[config.mk]
export PLATFORM = sky130hd
export DESIGN_NAME = srcl_top
export DESIGN_NICKNAME = d
export VERILOG_FILES = /design/src/logic/srcl_pkg.sv /design/src/logic/srcl_top.sv /design/src/logic/srcl_filt.sv /design/src/logic/srcl_axil.sv
export VERILOG_INCLUDE_DIRS = /design/src /design/src/logic
export SDC_FILE = /design/constraint.sdc
export NUM_CORES = 1
export LEC_CHECK = 0
export BUFFER_PORTS_ARGS = -buffer_cell sky130_fd_sc_hd__buf_2
export CAP_MARGIN = 20
export CORE_UTILIZATION = 64
export CTS_BUF_LIST = sky130_fd_sc_hd__clkbuf_2
export CTS_CLUSTER_SIZE = 24
export DETAILED_ROUTE_END_ITERATION = 6
export GPL_ROUTABILITY_DRIVEN = 1
export PLACE_DENSITY_LB_ADDON = 0.05
export SLEW_MARGIN = 20
export SYNTH_ARGS = -nofsm -noshare
export SYNTH_HDL_FRONTEND = slang
export SYNTH_SLANG_ARGS = --single-unit
[constraint.sdc]
create_clock -name clock -period 18.35 [get_ports clock]
set_input_delay 2.7525 -clock clock [delete_from_list [all_inputs] [get_ports clock]]
set_output_delay 2.7525 -clock clock [all_outputs]
set_load 0.1 [all_outputs]
[src/logic/srcl_cfg.svh]
// Purpose: offsets, reset values and fixed codes of the speed clamp block
// Assumes: byte addresses on an 8-bit AXI4-Lite window, one word each
// Notes: included by the top module, the bus front end and the bench
`ifndef SRCL_CFG_SVH
`define SRCL_CFG_SVH
// Register byte offsets
`define SRCL_OFS_CLAMP_THR 8'h00
`define SRCL_OFS_MAX_LIM 8'h04
`define SRCL_OFS_FWD_LIM 8'h08
`define SRCL_OFS_REV_LIM 8'h0c
`define SRCL_OFS_ROT_THR 8'h10
`define SRCL_OFS_MATCH_THR 8'h14
`define SRCL_OFS_OVS_THR 8'h18
`define SRCL_OFS_FILT 8'h1c
`define SRCL_OFS_DO_CFG 8'h20
`define SRCL_OFS_POS_GAIN 8'h24
`define SRCL_OFS_STATUS 8'h28
`define SRCL_OFS_IRQ_STAT 8'h2c
`define SRCL_OFS_IRQ_MASK 8'h30
// Reset values
`define SRCL_RST_CLAMP_THR 16'h000a
`define SRCL_RST_LIMIT 16'h1770
`define SRCL_RST_ROT_THR 16'h0014
`define SRCL_RST_MATCH_THR 16'h000a
`define SRCL_RST_OVS_THR 16'h1900
`define SRCL_RST_FILT 4'h2
`define SRCL_RST_POS_GAIN 4'h0
// Field positions in DO_CFG: selects in [7:0], polarity in [11:8]
`define SRCL_DO_POL_LSB 8
// Largest positive speed code and position deadband in pulses
`define SRCL_SPEED_CAP 18'h0_7fff
`define SRCL_HOLD_BAND 32'h0000_0001
// Bus answers
`define SRCL_RESP_OKAY 2'h0
`define SRCL_RESP_SLVERR 2'h2
`endif

[src/logic/srcl_pkg.sv]
// Purpose: types shared by the speed clamp block
// Assumes: constants live in srcl_cfg.svh
// Notes: top and bus front end state is carried as packed structs
package srcl_pkg;
	typedef struct packed {
		logic awvalid;
		logic [7:0] awaddr;
		logic wvalid;
		logic [31:0] wdata;
		logic [3:0] wstrb;
		logic bready;
		logic arvalid;
		logic [7:0] araddr;
		logic rready;
	} srcl_axi_req_t;
	typedef struct packed {
		logic awready;
		logic wready;
		logic bvalid;
		logic [1:0] bresp;
		logic arready;
		logic rvalid;
		logic [31:0] rdata;
		logic [1:0] rresp;
	} srcl_axi_rsp_t;
	typedef enum logic [1:0] {
		SRCL_DO_NONE = 2'b00,
		SRCL_DO_ROT = 2'b01,
		SRCL_DO_MATCH = 2'b10,
		SRCL_DO_CLAMP = 2'b11
	} srcl_do_fn_t;
	typedef enum logic {
		SRCL_FREE = 1'b0,
		SRCL_HOLD = 1'b1
	} srcl_clamp_t;
	typedef struct packed {
		logic [15:0] clamp_thr;
		logic [15:0] max_lim;
		logic [15:0] fwd_lim;
		logic [15:0] rev_lim;
		logic [15:0] rot_thr;
		logic [15:0] match_thr;
		logic [15:0] ovs_thr;
		logic [3:0] filt_shift;
		logic [3:0] pos_shift;
		srcl_do_fn_t [3:0] do_sel;
		logic [3:0] do_pol;
		logic [2:0] irq_mask;
	} srcl_regs_t;
	typedef struct packed {
		srcl_regs_t regs;
		logic [2:0] sync;
		logic hold_in;
		srcl_clamp_t clamp;
		logic [31:0] hold_pos;
		logic [15:0] speed_cmd;
		logic rot;
		logic match;
		logic ovs;
		logic [2:0] irq_stat;
		logic [3:0] do_pins;
		logic irq;
	} srcl_state_t;
	typedef struct packed {
		logic aw_rdy;
		logic w_rdy;
		logic ar_rdy;
		logic aw_got;
		logic w_got;
		logic [7:0] awaddr;
		logic [31:0] wdata;
		logic [3:0] wstrb;
		logic bvalid;
		logic [1:0] bresp;
		logic rvalid;
		logic [31:0] rdata;
		logic [1:0] rresp;
	} srcl_axil_st_t;
endpackage

[src/logic/srcl_top.sv]
// Purpose: speed reference zero clamp, limits and speed status outputs
// Assumes: speeds in RPM as signed codes, position in encoder pulses
// Notes: all registers take effect on the cycle after the write
`timescale 1ns/1ns
`include "srcl_cfg.svh"
module srcl_top (
	// Clock and reset
	input logic clock,
	input logic arst_n,
	// Register bus
	input srcl_pkg::srcl_axi_req_t axi_req,
	output srcl_pkg::srcl_axi_rsp_t axi_rsp,
	// Clamp pin and drive state
	input logic hold_at_zero_input,
	input logic drive_running,
	input logic speed_mode,
	input logic [15:0] motor_max_speed,
	// Reference and feedback
	input logic signed [15:0] speed_ref,
	input logic signed [15:0] speed_fb,
	input logic signed [31:0] pos_fb,
	// Conditioned reference
	output logic signed [15:0] speed_cmd,
	output logic clamp_active,
	// Status
	output logic motor_rotating_flag,
	output logic speed_match_flag,
	output logic overspeed_fault,
	output logic [3:0] do_pins,
	output logic irq
);
	import srcl_pkg::*;
	srcl_state_t st_ff;
	srcl_state_t nxt_st;
	logic wr_en;
	logic [7:0] wr_addr;
	logic [31:0] wr_data;
	logic [3:0] wr_strb;
	logic wr_ok;
	logic [7:0] rd_addr;
	logic [31:0] rd_data;
	logic rd_ok;
	logic signed [15:0] speed_filt;
	logic [17:0] eff_fwd;
	logic [17:0] eff_rev;
	logic clamp_cond;
	logic signed [31:0] hold_err;
	logic hold_small;
	logic signed [15:0] lim_ref;
	logic [3:0] do_val;
	logic [2:0] ev;
	srcl_regs_t rg;

	// Magnitude of a sign-extended speed
	function automatic logic [17:0] mag(input logic signed [17:0] v);
		mag = v[17] ? 18'(-v) : 18'(v);
	endfunction

	// Saturate a value to the given forward and reverse magnitudes
	function automatic logic signed [15:0] sat(input logic signed [47:0] v,
			input logic [17:0] fwd, input logic [17:0] rev);
		logic signed [47:0] hi;
		logic signed [47:0] lo;
		hi = $signed({30'h0000_0000, fwd});
		lo = -$signed({30'h0000_0000, rev});
		if (v > hi) begin
			sat = 16'(hi);
		end else if (v < lo) begin
			sat = 16'(lo);
		end else begin
			sat = 16'(v);
		end
	endfunction

	// Merge the written byte lanes into a 16-bit setting
	function automatic logic [15:0] wm(input logic [15:0] old,
			input logic [31:0] d, input logic [3:0] b);
		wm = {b[1] ? d[15:8] : old[15:8], b[0] ? d[7:0] : old[7:0]};
	endfunction

	// Smaller of two magnitudes
	function automatic logic [17:0] min2(input logic [17:0] a,
			input logic [17:0] b);
		min2 = (a < b) ? a : b;
	endfunction

	// Bus front end
	srcl_axil srcl_axil_i (
		.clock(clock),
		.arst_n(arst_n),
		.req(axi_req),
		.rsp(axi_rsp),
		.wr_en(wr_en),
		.wr_addr(wr_addr),
		.wr_data(wr_data),
		.wr_strb(wr_strb),
		.wr_ok(wr_ok),
		.rd_addr(rd_addr),
		.rd_data(rd_data),
		.rd_ok(rd_ok)
	);

	// Speed feedback filter for the rotation and match comparators
	srcl_filt srcl_filt_i (
		.clock(clock),
		.arst_n(arst_n),
		.x(speed_fb),
		.shift(st_ff.regs.filt_shift),
		.y(speed_filt)
	);

	// Effective limits and clamp condition from live settings
	always_comb begin
		rg = st_ff.regs;
		eff_fwd = min2(min2({2'h0, motor_max_speed}, {2'h0, rg.max_lim}),
			min2({2'h0, rg.fwd_lim}, `SRCL_SPEED_CAP));
		eff_rev = min2(min2({2'h0, motor_max_speed}, {2'h0, rg.max_lim}),
			min2({2'h0, rg.rev_lim}, `SRCL_SPEED_CAP));
		clamp_cond = speed_mode && st_ff.hold_in &&
			(mag(18'(speed_ref)) <= {2'h0, rg.clamp_thr});
		hold_err = st_ff.hold_pos - pos_fb;
		hold_small = (hold_err <= $signed(`SRCL_HOLD_BAND)) &&
			(hold_err >= -$signed(`SRCL_HOLD_BAND));
		lim_ref = sat(48'(speed_ref), eff_fwd, eff_rev);
	end

	// Read decode
	always_comb begin
		rd_ok = 1'h1;
		rd_data = 32'h0000_0000;
		if (rd_addr == `SRCL_OFS_CLAMP_THR) begin
			rd_data[15:0] = st_ff.regs.clamp_thr;
		end else if (rd_addr == `SRCL_OFS_MAX_LIM) begin
			rd_data[15:0] = st_ff.regs.max_lim;
		end else if (rd_addr == `SRCL_OFS_FWD_LIM) begin
			rd_data[15:0] = st_ff.regs.fwd_lim;
		end else if (rd_addr == `SRCL_OFS_REV_LIM) begin
			rd_data[15:0] = st_ff.regs.rev_lim;
		end else if (rd_addr == `SRCL_OFS_ROT_THR) begin
			rd_data[15:0] = st_ff.regs.rot_thr;
		end else if (rd_addr == `SRCL_OFS_MATCH_THR) begin
			rd_data[15:0] = st_ff.regs.match_thr;
		end else if (rd_addr == `SRCL_OFS_OVS_THR) begin
			rd_data[15:0] = st_ff.regs.ovs_thr;
		end else if (rd_addr == `SRCL_OFS_FILT) begin
			rd_data[3:0] = st_ff.regs.filt_shift;
		end else if (rd_addr == `SRCL_OFS_DO_CFG) begin
			rd_data[11:0] = {st_ff.regs.do_pol, st_ff.regs.do_sel};
		end else if (rd_addr == `SRCL_OFS_POS_GAIN) begin
			rd_data[3:0] = st_ff.regs.pos_shift;
		end else if (rd_addr == `SRCL_OFS_STATUS) begin
			rd_data[4:0] = {st_ff.hold_in, st_ff.clamp, st_ff.match,
				st_ff.rot, st_ff.ovs};
		end else if (rd_addr == `SRCL_OFS_IRQ_STAT) begin
			rd_data[2:0] = st_ff.irq_stat;
		end else if (rd_addr == `SRCL_OFS_IRQ_MASK) begin
			rd_data[2:0] = st_ff.regs.irq_mask;
		end else begin
			rd_ok = 1'h0;
		end
	end

	// Route the chosen flag to each pin with its own polarity
	genvar gi;
	generate
		for (gi = 0; gi < 4; gi = gi + 1) begin : g_do
			logic f;
			assign f = (st_ff.regs.do_sel[gi] == SRCL_DO_ROT) ? st_ff.rot :
				(st_ff.regs.do_sel[gi] == SRCL_DO_MATCH) ? st_ff.match :
				(st_ff.regs.do_sel[gi] == SRCL_DO_CLAMP) ? st_ff.clamp :
				1'h0;
			assign do_val[gi] = st_ff.regs.do_pol[gi] ? f : !f;
		end
	endgenerate

	// Next state: registers, clamp machine, comparators, interrupts
	always_comb begin
		nxt_st = st_ff;
		wr_ok = 1'h1;
		// Register writes
		if (wr_en) begin
			if (wr_addr == `SRCL_OFS_CLAMP_THR) begin
				nxt_st.regs.clamp_thr = wm(rg.clamp_thr, wr_data, wr_strb);
			end else if (wr_addr == `SRCL_OFS_MAX_LIM) begin
				nxt_st.regs.max_lim = wm(rg.max_lim, wr_data, wr_strb);
			end else if (wr_addr == `SRCL_OFS_FWD_LIM) begin
				nxt_st.regs.fwd_lim = wm(rg.fwd_lim, wr_data, wr_strb);
			end else if (wr_addr == `SRCL_OFS_REV_LIM) begin
				nxt_st.regs.rev_lim = wm(rg.rev_lim, wr_data, wr_strb);
			end else if (wr_addr == `SRCL_OFS_ROT_THR) begin
				nxt_st.regs.rot_thr = wm(rg.rot_thr, wr_data, wr_strb);
			end else if (wr_addr == `SRCL_OFS_MATCH_THR) begin
				nxt_st.regs.match_thr = wm(rg.match_thr, wr_data, wr_strb);
			end else if (wr_addr == `SRCL_OFS_OVS_THR) begin
				nxt_st.regs.ovs_thr = wm(rg.ovs_thr, wr_data, wr_strb);
			end else if (wr_addr == `SRCL_OFS_FILT) begin
				if (wr_strb[0]) nxt_st.regs.filt_shift = wr_data[3:0];
			end else if (wr_addr == `SRCL_OFS_DO_CFG) begin
				if (wr_strb[0]) begin
					for (int i = 0; i < 4; i++) begin
						nxt_st.regs.do_sel[i] = srcl_do_fn_t'(wr_data[2*i+:2]);
					end
				end
				if (wr_strb[1]) nxt_st.regs.do_pol = wr_data[11:8];
			end else if (wr_addr == `SRCL_OFS_POS_GAIN) begin
				if (wr_strb[0]) nxt_st.regs.pos_shift = wr_data[3:0];
			end else if (wr_addr == `SRCL_OFS_IRQ_MASK) begin
				if (wr_strb[0]) nxt_st.regs.irq_mask = wr_data[2:0];
			end else if (wr_addr != `SRCL_OFS_IRQ_STAT &&
					wr_addr != `SRCL_OFS_STATUS) begin
				wr_ok = 1'h0;
			end
		end
		// Pin synchroniser: accept a change once stages two and three agree
		nxt_st.sync = {st_ff.sync[1:0], hold_at_zero_input};
		if (st_ff.sync[1] == st_ff.sync[2]) begin
			nxt_st.hold_in = st_ff.sync[2];
		end
		// Clamp machine
		case (st_ff.clamp)
			SRCL_FREE: begin
				nxt_st.speed_cmd = lim_ref;
				if (clamp_cond) begin
					nxt_st.clamp = SRCL_HOLD;
					nxt_st.hold_pos = pos_fb;
					nxt_st.speed_cmd = 16'h0000;
				end
			end
			SRCL_HOLD: begin
				if (!clamp_cond) begin
					nxt_st.clamp = SRCL_FREE;
					nxt_st.speed_cmd = lim_ref;
				end else if (hold_small) begin
					nxt_st.speed_cmd = 16'h0000;
				end else begin
					nxt_st.speed_cmd = sat(48'(hold_err) <<< rg.pos_shift,
						eff_fwd, eff_rev);
				end
			end
			default: begin
				nxt_st.clamp = SRCL_FREE;
			end
		endcase
		// Comparators
		nxt_st.ovs = mag(18'(speed_fb)) > {2'h0, rg.ovs_thr};
		nxt_st.rot = mag(18'(speed_filt)) >= {2'h0, rg.rot_thr};
		nxt_st.match = drive_running && speed_mode &&
			(mag(18'(speed_filt) - 18'(lim_ref)) <=
			{2'h0, rg.match_thr});
		nxt_st.do_pins = do_val;
		// Sticky events; a new event wins over a clearing write
		ev = {nxt_st.rot && !st_ff.rot,
			nxt_st.clamp == SRCL_HOLD && st_ff.clamp == SRCL_FREE,
			nxt_st.ovs && !st_ff.ovs};
		if (wr_en && wr_addr == `SRCL_OFS_IRQ_STAT && wr_strb[0]) begin
			nxt_st.irq_stat = st_ff.irq_stat & ~wr_data[2:0];
		end
		nxt_st.irq_stat = nxt_st.irq_stat | ev;
		nxt_st.irq = |(nxt_st.irq_stat & nxt_st.regs.irq_mask);
	end

	// State register
	always_ff @(posedge clock or negedge arst_n) begin
		if (!arst_n) begin
			st_ff <= '0;
			st_ff.regs.clamp_thr <= `SRCL_RST_CLAMP_THR;
			st_ff.regs.max_lim <= `SRCL_RST_LIMIT;
			st_ff.regs.fwd_lim <= `SRCL_RST_LIMIT;
			st_ff.regs.rev_lim <= `SRCL_RST_LIMIT;
			st_ff.regs.rot_thr <= `SRCL_RST_ROT_THR;
			st_ff.regs.match_thr <= `SRCL_RST_MATCH_THR;
			st_ff.regs.ovs_thr <= `SRCL_RST_OVS_THR;
			st_ff.regs.filt_shift <= `SRCL_RST_FILT;
			st_ff.regs.pos_shift <= `SRCL_RST_POS_GAIN;
			st_ff.do_pins <= 4'hf;
		end else begin
			st_ff <= nxt_st;
		end
	end

	// Outputs straight from the state flops
	assign speed_cmd = st_ff.speed_cmd;
	assign clamp_active = st_ff.clamp;
	assign motor_rotating_flag = st_ff.rot;
	assign speed_match_flag = st_ff.match;
	assign overspeed_fault = st_ff.ovs;
	assign do_pins = st_ff.do_pins;
	assign irq = st_ff.irq;
endmodule

[src/logic/srcl_filt.sv]
// Purpose: first-order low-pass filter of the speed feedback
// Assumes: shift sets the time constant as 2**shift clock cycles
// Notes: shift 0 passes the input through with one cycle delay
`timescale 1ns/1ns
module srcl_filt (
	// Clock and reset
	input logic clock,
	input logic arst_n,
	// Sample in, filtered value out
	input logic signed [15:0] x,
	input logic [3:0] shift,
	output logic signed [15:0] y
);
	import srcl_pkg::*;
	logic signed [31:0] acc_ff;
	logic signed [31:0] nxt_acc;
	logic signed [32:0] step;

	// Move the accumulator a fraction of the way toward the input
	always_comb begin
		step = ($signed({x[15], x, 16'h0000}) - 33'(acc_ff)) >>> shift;
		nxt_acc = acc_ff + 32'(step);
	end

	// Accumulator register
	always_ff @(posedge clock or negedge arst_n) begin
		if (!arst_n) begin
			acc_ff <= 32'h0000_0000;
		end else begin
			acc_ff <= nxt_acc;
		end
	end

	assign y = acc_ff[31:16];
endmodule

[src/logic/srcl_axil.sv]
// Purpose: AXI4-Lite slave front end for the speed clamp registers
// Assumes: one write and one read in flight at a time
// Notes: write strobe wr_en lasts one cycle; read data sampled at ar
`timescale 1ns/1ns
`include "srcl_cfg.svh"
module srcl_axil (
	// Clock and reset
	input logic clock,
	input logic arst_n,
	// Bus side
	input srcl_pkg::srcl_axi_req_t req,
	output srcl_pkg::srcl_axi_rsp_t rsp,
	// Register file side
	output logic wr_en,
	output logic [7:0] wr_addr,
	output logic [31:0] wr_data,
	output logic [3:0] wr_strb,
	input logic wr_ok,
	output logic [7:0] rd_addr,
	input logic [31:0] rd_data,
	input logic rd_ok
);
	import srcl_pkg::*;
	srcl_axil_st_t s_ff;
	srcl_axil_st_t nxt_s;

	// Write lanes may arrive in either order; read answers next cycle
	always_comb begin
		nxt_s = s_ff;
		wr_en = s_ff.aw_got && s_ff.w_got && !s_ff.bvalid;
		if (req.awvalid && s_ff.aw_rdy) begin
			nxt_s.aw_got = 1'h1;
			nxt_s.aw_rdy = 1'h0;
			nxt_s.awaddr = {req.awaddr[7:2], 2'h0};
		end
		if (req.wvalid && s_ff.w_rdy) begin
			nxt_s.w_got = 1'h1;
			nxt_s.w_rdy = 1'h0;
			nxt_s.wdata = req.wdata;
			nxt_s.wstrb = req.wstrb;
		end
		if (wr_en) begin
			nxt_s.bvalid = 1'h1;
			nxt_s.bresp = wr_ok ? `SRCL_RESP_OKAY : `SRCL_RESP_SLVERR;
			nxt_s.aw_got = 1'h0;
			nxt_s.w_got = 1'h0;
		end
		if (s_ff.bvalid && req.bready) begin
			nxt_s.bvalid = 1'h0;
			nxt_s.aw_rdy = 1'h1;
			nxt_s.w_rdy = 1'h1;
		end
		if (req.arvalid && s_ff.ar_rdy) begin
			nxt_s.ar_rdy = 1'h0;
			nxt_s.rvalid = 1'h1;
			nxt_s.rdata = rd_ok ? rd_data : 32'h0000_0000;
			nxt_s.rresp = rd_ok ? `SRCL_RESP_OKAY : `SRCL_RESP_SLVERR;
		end
		if (s_ff.rvalid && req.rready) begin
			nxt_s.rvalid = 1'h0;
			nxt_s.ar_rdy = 1'h1;
		end
	end

	// State register
	always_ff @(posedge clock or negedge arst_n) begin
		if (!arst_n) begin
			s_ff <= '0;
			s_ff.aw_rdy <= 1'h1;
			s_ff.w_rdy <= 1'h1;
			s_ff.ar_rdy <= 1'h1;
		end else begin
			s_ff <= nxt_s;
		end
	end

	// Answers come straight from the state flops
	assign rsp.awready = s_ff.aw_rdy;
	assign rsp.wready = s_ff.w_rdy;
	assign rsp.bvalid = s_ff.bvalid;
	assign rsp.bresp = s_ff.bresp;
	assign rsp.arready = s_ff.ar_rdy;
	assign rsp.rvalid = s_ff.rvalid;
	assign rsp.rdata = s_ff.rdata;
	assign rsp.rresp = s_ff.rresp;
	assign wr_addr = s_ff.awaddr;
	assign wr_data = s_ff.wdata;
	assign wr_strb = s_ff.wstrb;
	assign rd_addr = {req.araddr[7:2], 2'h0};
endmodule

==> flow_metrics.tcl <==
set metrics [dict create \
    final_cell_mix "ha_1 (310), nand2_1 (279), nor2_1 (250), inv_1 (249), dfrtp_1 (241)" \
    avgRoutedWirePerCell_microns 22.55 \
    worst_pin_slew_ps 1122 \
    num_rows 78 \
    cts_htree_levels 3 \
    synth-seq-cells 280 \
    path_common_cell "a21oi_1" \
    gp_congestion 1.032 \
    grt_max_degree 186 \
    clock_latency_ps 1220 \
    start_kind "input port" \
    fin_nets 4047 \
    coreArea_sq_um 45580 \
    fp.dieW_microns 217.5 \
    hold_path.class "reg2reg" \
    synth-xor-area-share_pct 4.681 \
    worstPathRequired_ps 19380 \
    register_area_sq_um 7056 \
    dieHeight_microns 217.5 \
    synthMuxAreaShare_pct 14.36 \
    wl_microns 96050 \
    portBuffers 167 \
    layout-drive-gt1-share_pct 18.66 \
    hold_violations 0 \
    synthAdderAreaFrac_pct 13.32 \
    synth_top_family_by_area "compound AO/OA/AOI/OAI gates" \
    dp_hpwl_microns 74380 \
    cap_violations 0 \
    setup_violations 0 \
    final_util_pct 69.08 \
    vias 28130 \
    cts_hold_buf 0 \
    grt_usage_pct 40.18 \
    drt_drc_violations_left 0 \
    clockBufferDepth 3 \
    nFillCells 3753 \
    max_freq_mhz 61.01 \
    grt_pass1_vias 27300 \
    cts_setup_buffers 0 \
    avgViaCountPerCell 6.604 \
    yosys_warnings 0 \
    critPathMaxFanout 24 \
    seq_area_frac_synth_pct 23.73 \
    initial_core_util_pct 65.22 \
    synth_cell_type_count 118 \
    synth-main-ff-cell "dfrtp_1" \
    rsz0062_at_grt "no" \
    critPathMaxStageDelay_ps 660 \
    drtAntennaViolNets 0 \
    antenna_found_initial 10 \
    status "finished clean" \
    period_share_pct 89.33 \
    synthSimpleGateAreaFrac_pct 17.23 \
    fin_crit_ps 16390 \
    multiInputGateArea_sq_um 20830 \
    slew_headroom_pct 25.18 \
    pin_count 208 \
    mostFrequentLayoutCell "ha_1" \
    synth_compound_area_share_pct 20.05 \
    synthArstFlopShare_pct 100.0 \
    cts_buffers 80 \
    clock-root-buffer "clkbuf_2" \
    critPathArrivalTime_ps 17420 \
    clock_skew_ps 165.0 \
    fin_tns_setup_ps 0 \
    crit_slowest_cell "o32ai_2" \
    critPathCaptureType "flop" \
    synth_edf_count 0 \
    first_pass_iters 6 \
    overflow 0 \
    grt_pass1_wl_microns 148400 \
    cts-resized-gates 0 \
    avgSynthCellArea_sq_um 8.517 \
    dieArea_sq_um 47310 \
    synth_area_sq_um 29720 \
    postSynthCellCount 3490 \
    syn2layout_area_growth_pct 5.914 \
    clock-sinks 280 \
    cts_tree "done" \
    drtIter0Drc 2765 \
    crit_type "in2reg" \
    worst_setup_hold_path_clk_slew_ps 110 \
    slew_viol_final 0 \
]
==> layer usage <==
metal / GRT usage (%) / vias up / share of wire (%)
li1: - / 13020 / -
met1: 48.78 / 13380 / 40
met2: 64.51 / 1335 / 45
met3: 8.563 / 394 / 8.2
met4: 25.94 / 6 / 7.0
met5: 0 / - / 0.036
==> critical path: cells and delay by family <==
kind            cells  cell delay, ps
compound gates     36            6800
fa+ha+maj           6            1760
buf+inv             7            1340
simple gates       22            4780
==> sequential cells by signal, indices dropped and copies added (netlist names), 2 cells and up <==
name	flops
st_ff	37
srcl_filt_i.acc_ff	32
nxt_st	2
speed_cmd	16
do_pins	4
srcl_axil_i.rsp	23
srcl_axil_i.wr_addr	6
srcl_axil_i.s_ff	2
srcl_axil_i.wr_data	16
rg	135
srcl_axil_i.wr_strb	2
==> Yosys cell counts, types with 13 or more instances <==
library cell / instances / area [sq um]
nor2b_1: 50 / 312.8
a21o_1: 62 / 465.5
nor2_1: 251 / 942.2
buf_4: 61 / 457.9
ha_1: 310 / 3879
a31oi_1: 26 / 162.7
mux4_2: 20 / 450.4
mux2_2: 211 / 2376
a221oi_1: 22 / 192.7
inv_1: 250 / 938.4
or4_1: 13 / 97.59
dfstp_2: 38 / 998.5
mux2i_1: 141 / 1411
o21a_1: 26 / 195.2
and2_1: 26 / 162.7
a211oi_1: 40 / 300.3
o32ai_1: 16 / 140.1
nand2_1: 279 / 1047
o21ai_0: 183 / 915.9
o21ai_1: 14 / 70.07
o211ai_1: 27 / 202.7
nor4_1: 55 / 344.1
xnor2_1: 127 / 1112
or3_1: 38 / 237.7
nand3_1: 67 / 335.3
or2_2: 23 / 143.9
dfrtp_1: 242 / 6056
buf_1: 21 / 78.83
nand2b_1: 38 / 237.7
nor3_1: 71 / 355.3
nand4_1: 49 / 306.5
xor2_1: 30 / 262.8
o21bai_1: 32 / 240.2
o31ai_1: 36 / 270.3
a21oi_1: 224 / 1121
and3_1: 19 / 118.9
clkbuf_1: 114 / 427.9
==> cell families after synthesis <==
| logic type | after synthesis |
|---|---|
| compound gates | 873 |
| xor+xnor | 158 |
| fa+ha+maj | 316 |
| buf+inv | 456 |
| flops | 280 |
| mux | 374 |
| other cells | 2 |
| simple gates | 1031 |
==> final timing paths <==
path	from	end	slack, ps	depth (start not counted)
worst max-delay path	motor_max_speed[13]	speed_match_flag$_DFF_PN0_	1960	71
worst min-delay path	nxt_st[62]$_DFF_PN0_	nxt_st[63]$_DFF_PN0_	370	0
worst max register to register	rg[112]$_DFFE_PN1P_	speed_match_flag$_DFF_PN0_	3080	71
worst min register to register	nxt_st[62]$_DFF_PN0_	nxt_st[63]$_DFF_PN0_	370	0
max in group asynchronous	arst_n	rg[87]$_DFFE_PN0P_	15240	2
min in group asynchronous	arst_n	rg[16]$_DFFE_PN0P_	1550	1
==> through the flow <==
stage / hold slack [ps] / setup slack, ps / cell area [sq um] / std cells
detailed placement: 335.5 / 791.1 / 30710 / 4110
CTS: 370.6 / 1909 / 31430 / 4253
floorplan: 331.2 / 2324 / 29790 / 3508
global route: 372.2 / 1007 / 31480 / 4257
global placement: 332.2 / 1361 / 30700 / 4110
finish: 368.1 / 1958 / 31480 / 4260
==> layout make-up <==
class,count,share of cell area [%]
inverters,254,3.028
multi-input cells,2772,66.17
flip-flops and latches,280,22.41
repair buffers,205,3.672
clock buffers,120,1.908
clock inverters,23,0.3776
diodes,6,0.04769
well taps,600,2.385
Power is not shown: default switching activity piles up to over one toggle a cycle in this logic, so the estimate is an artifact.
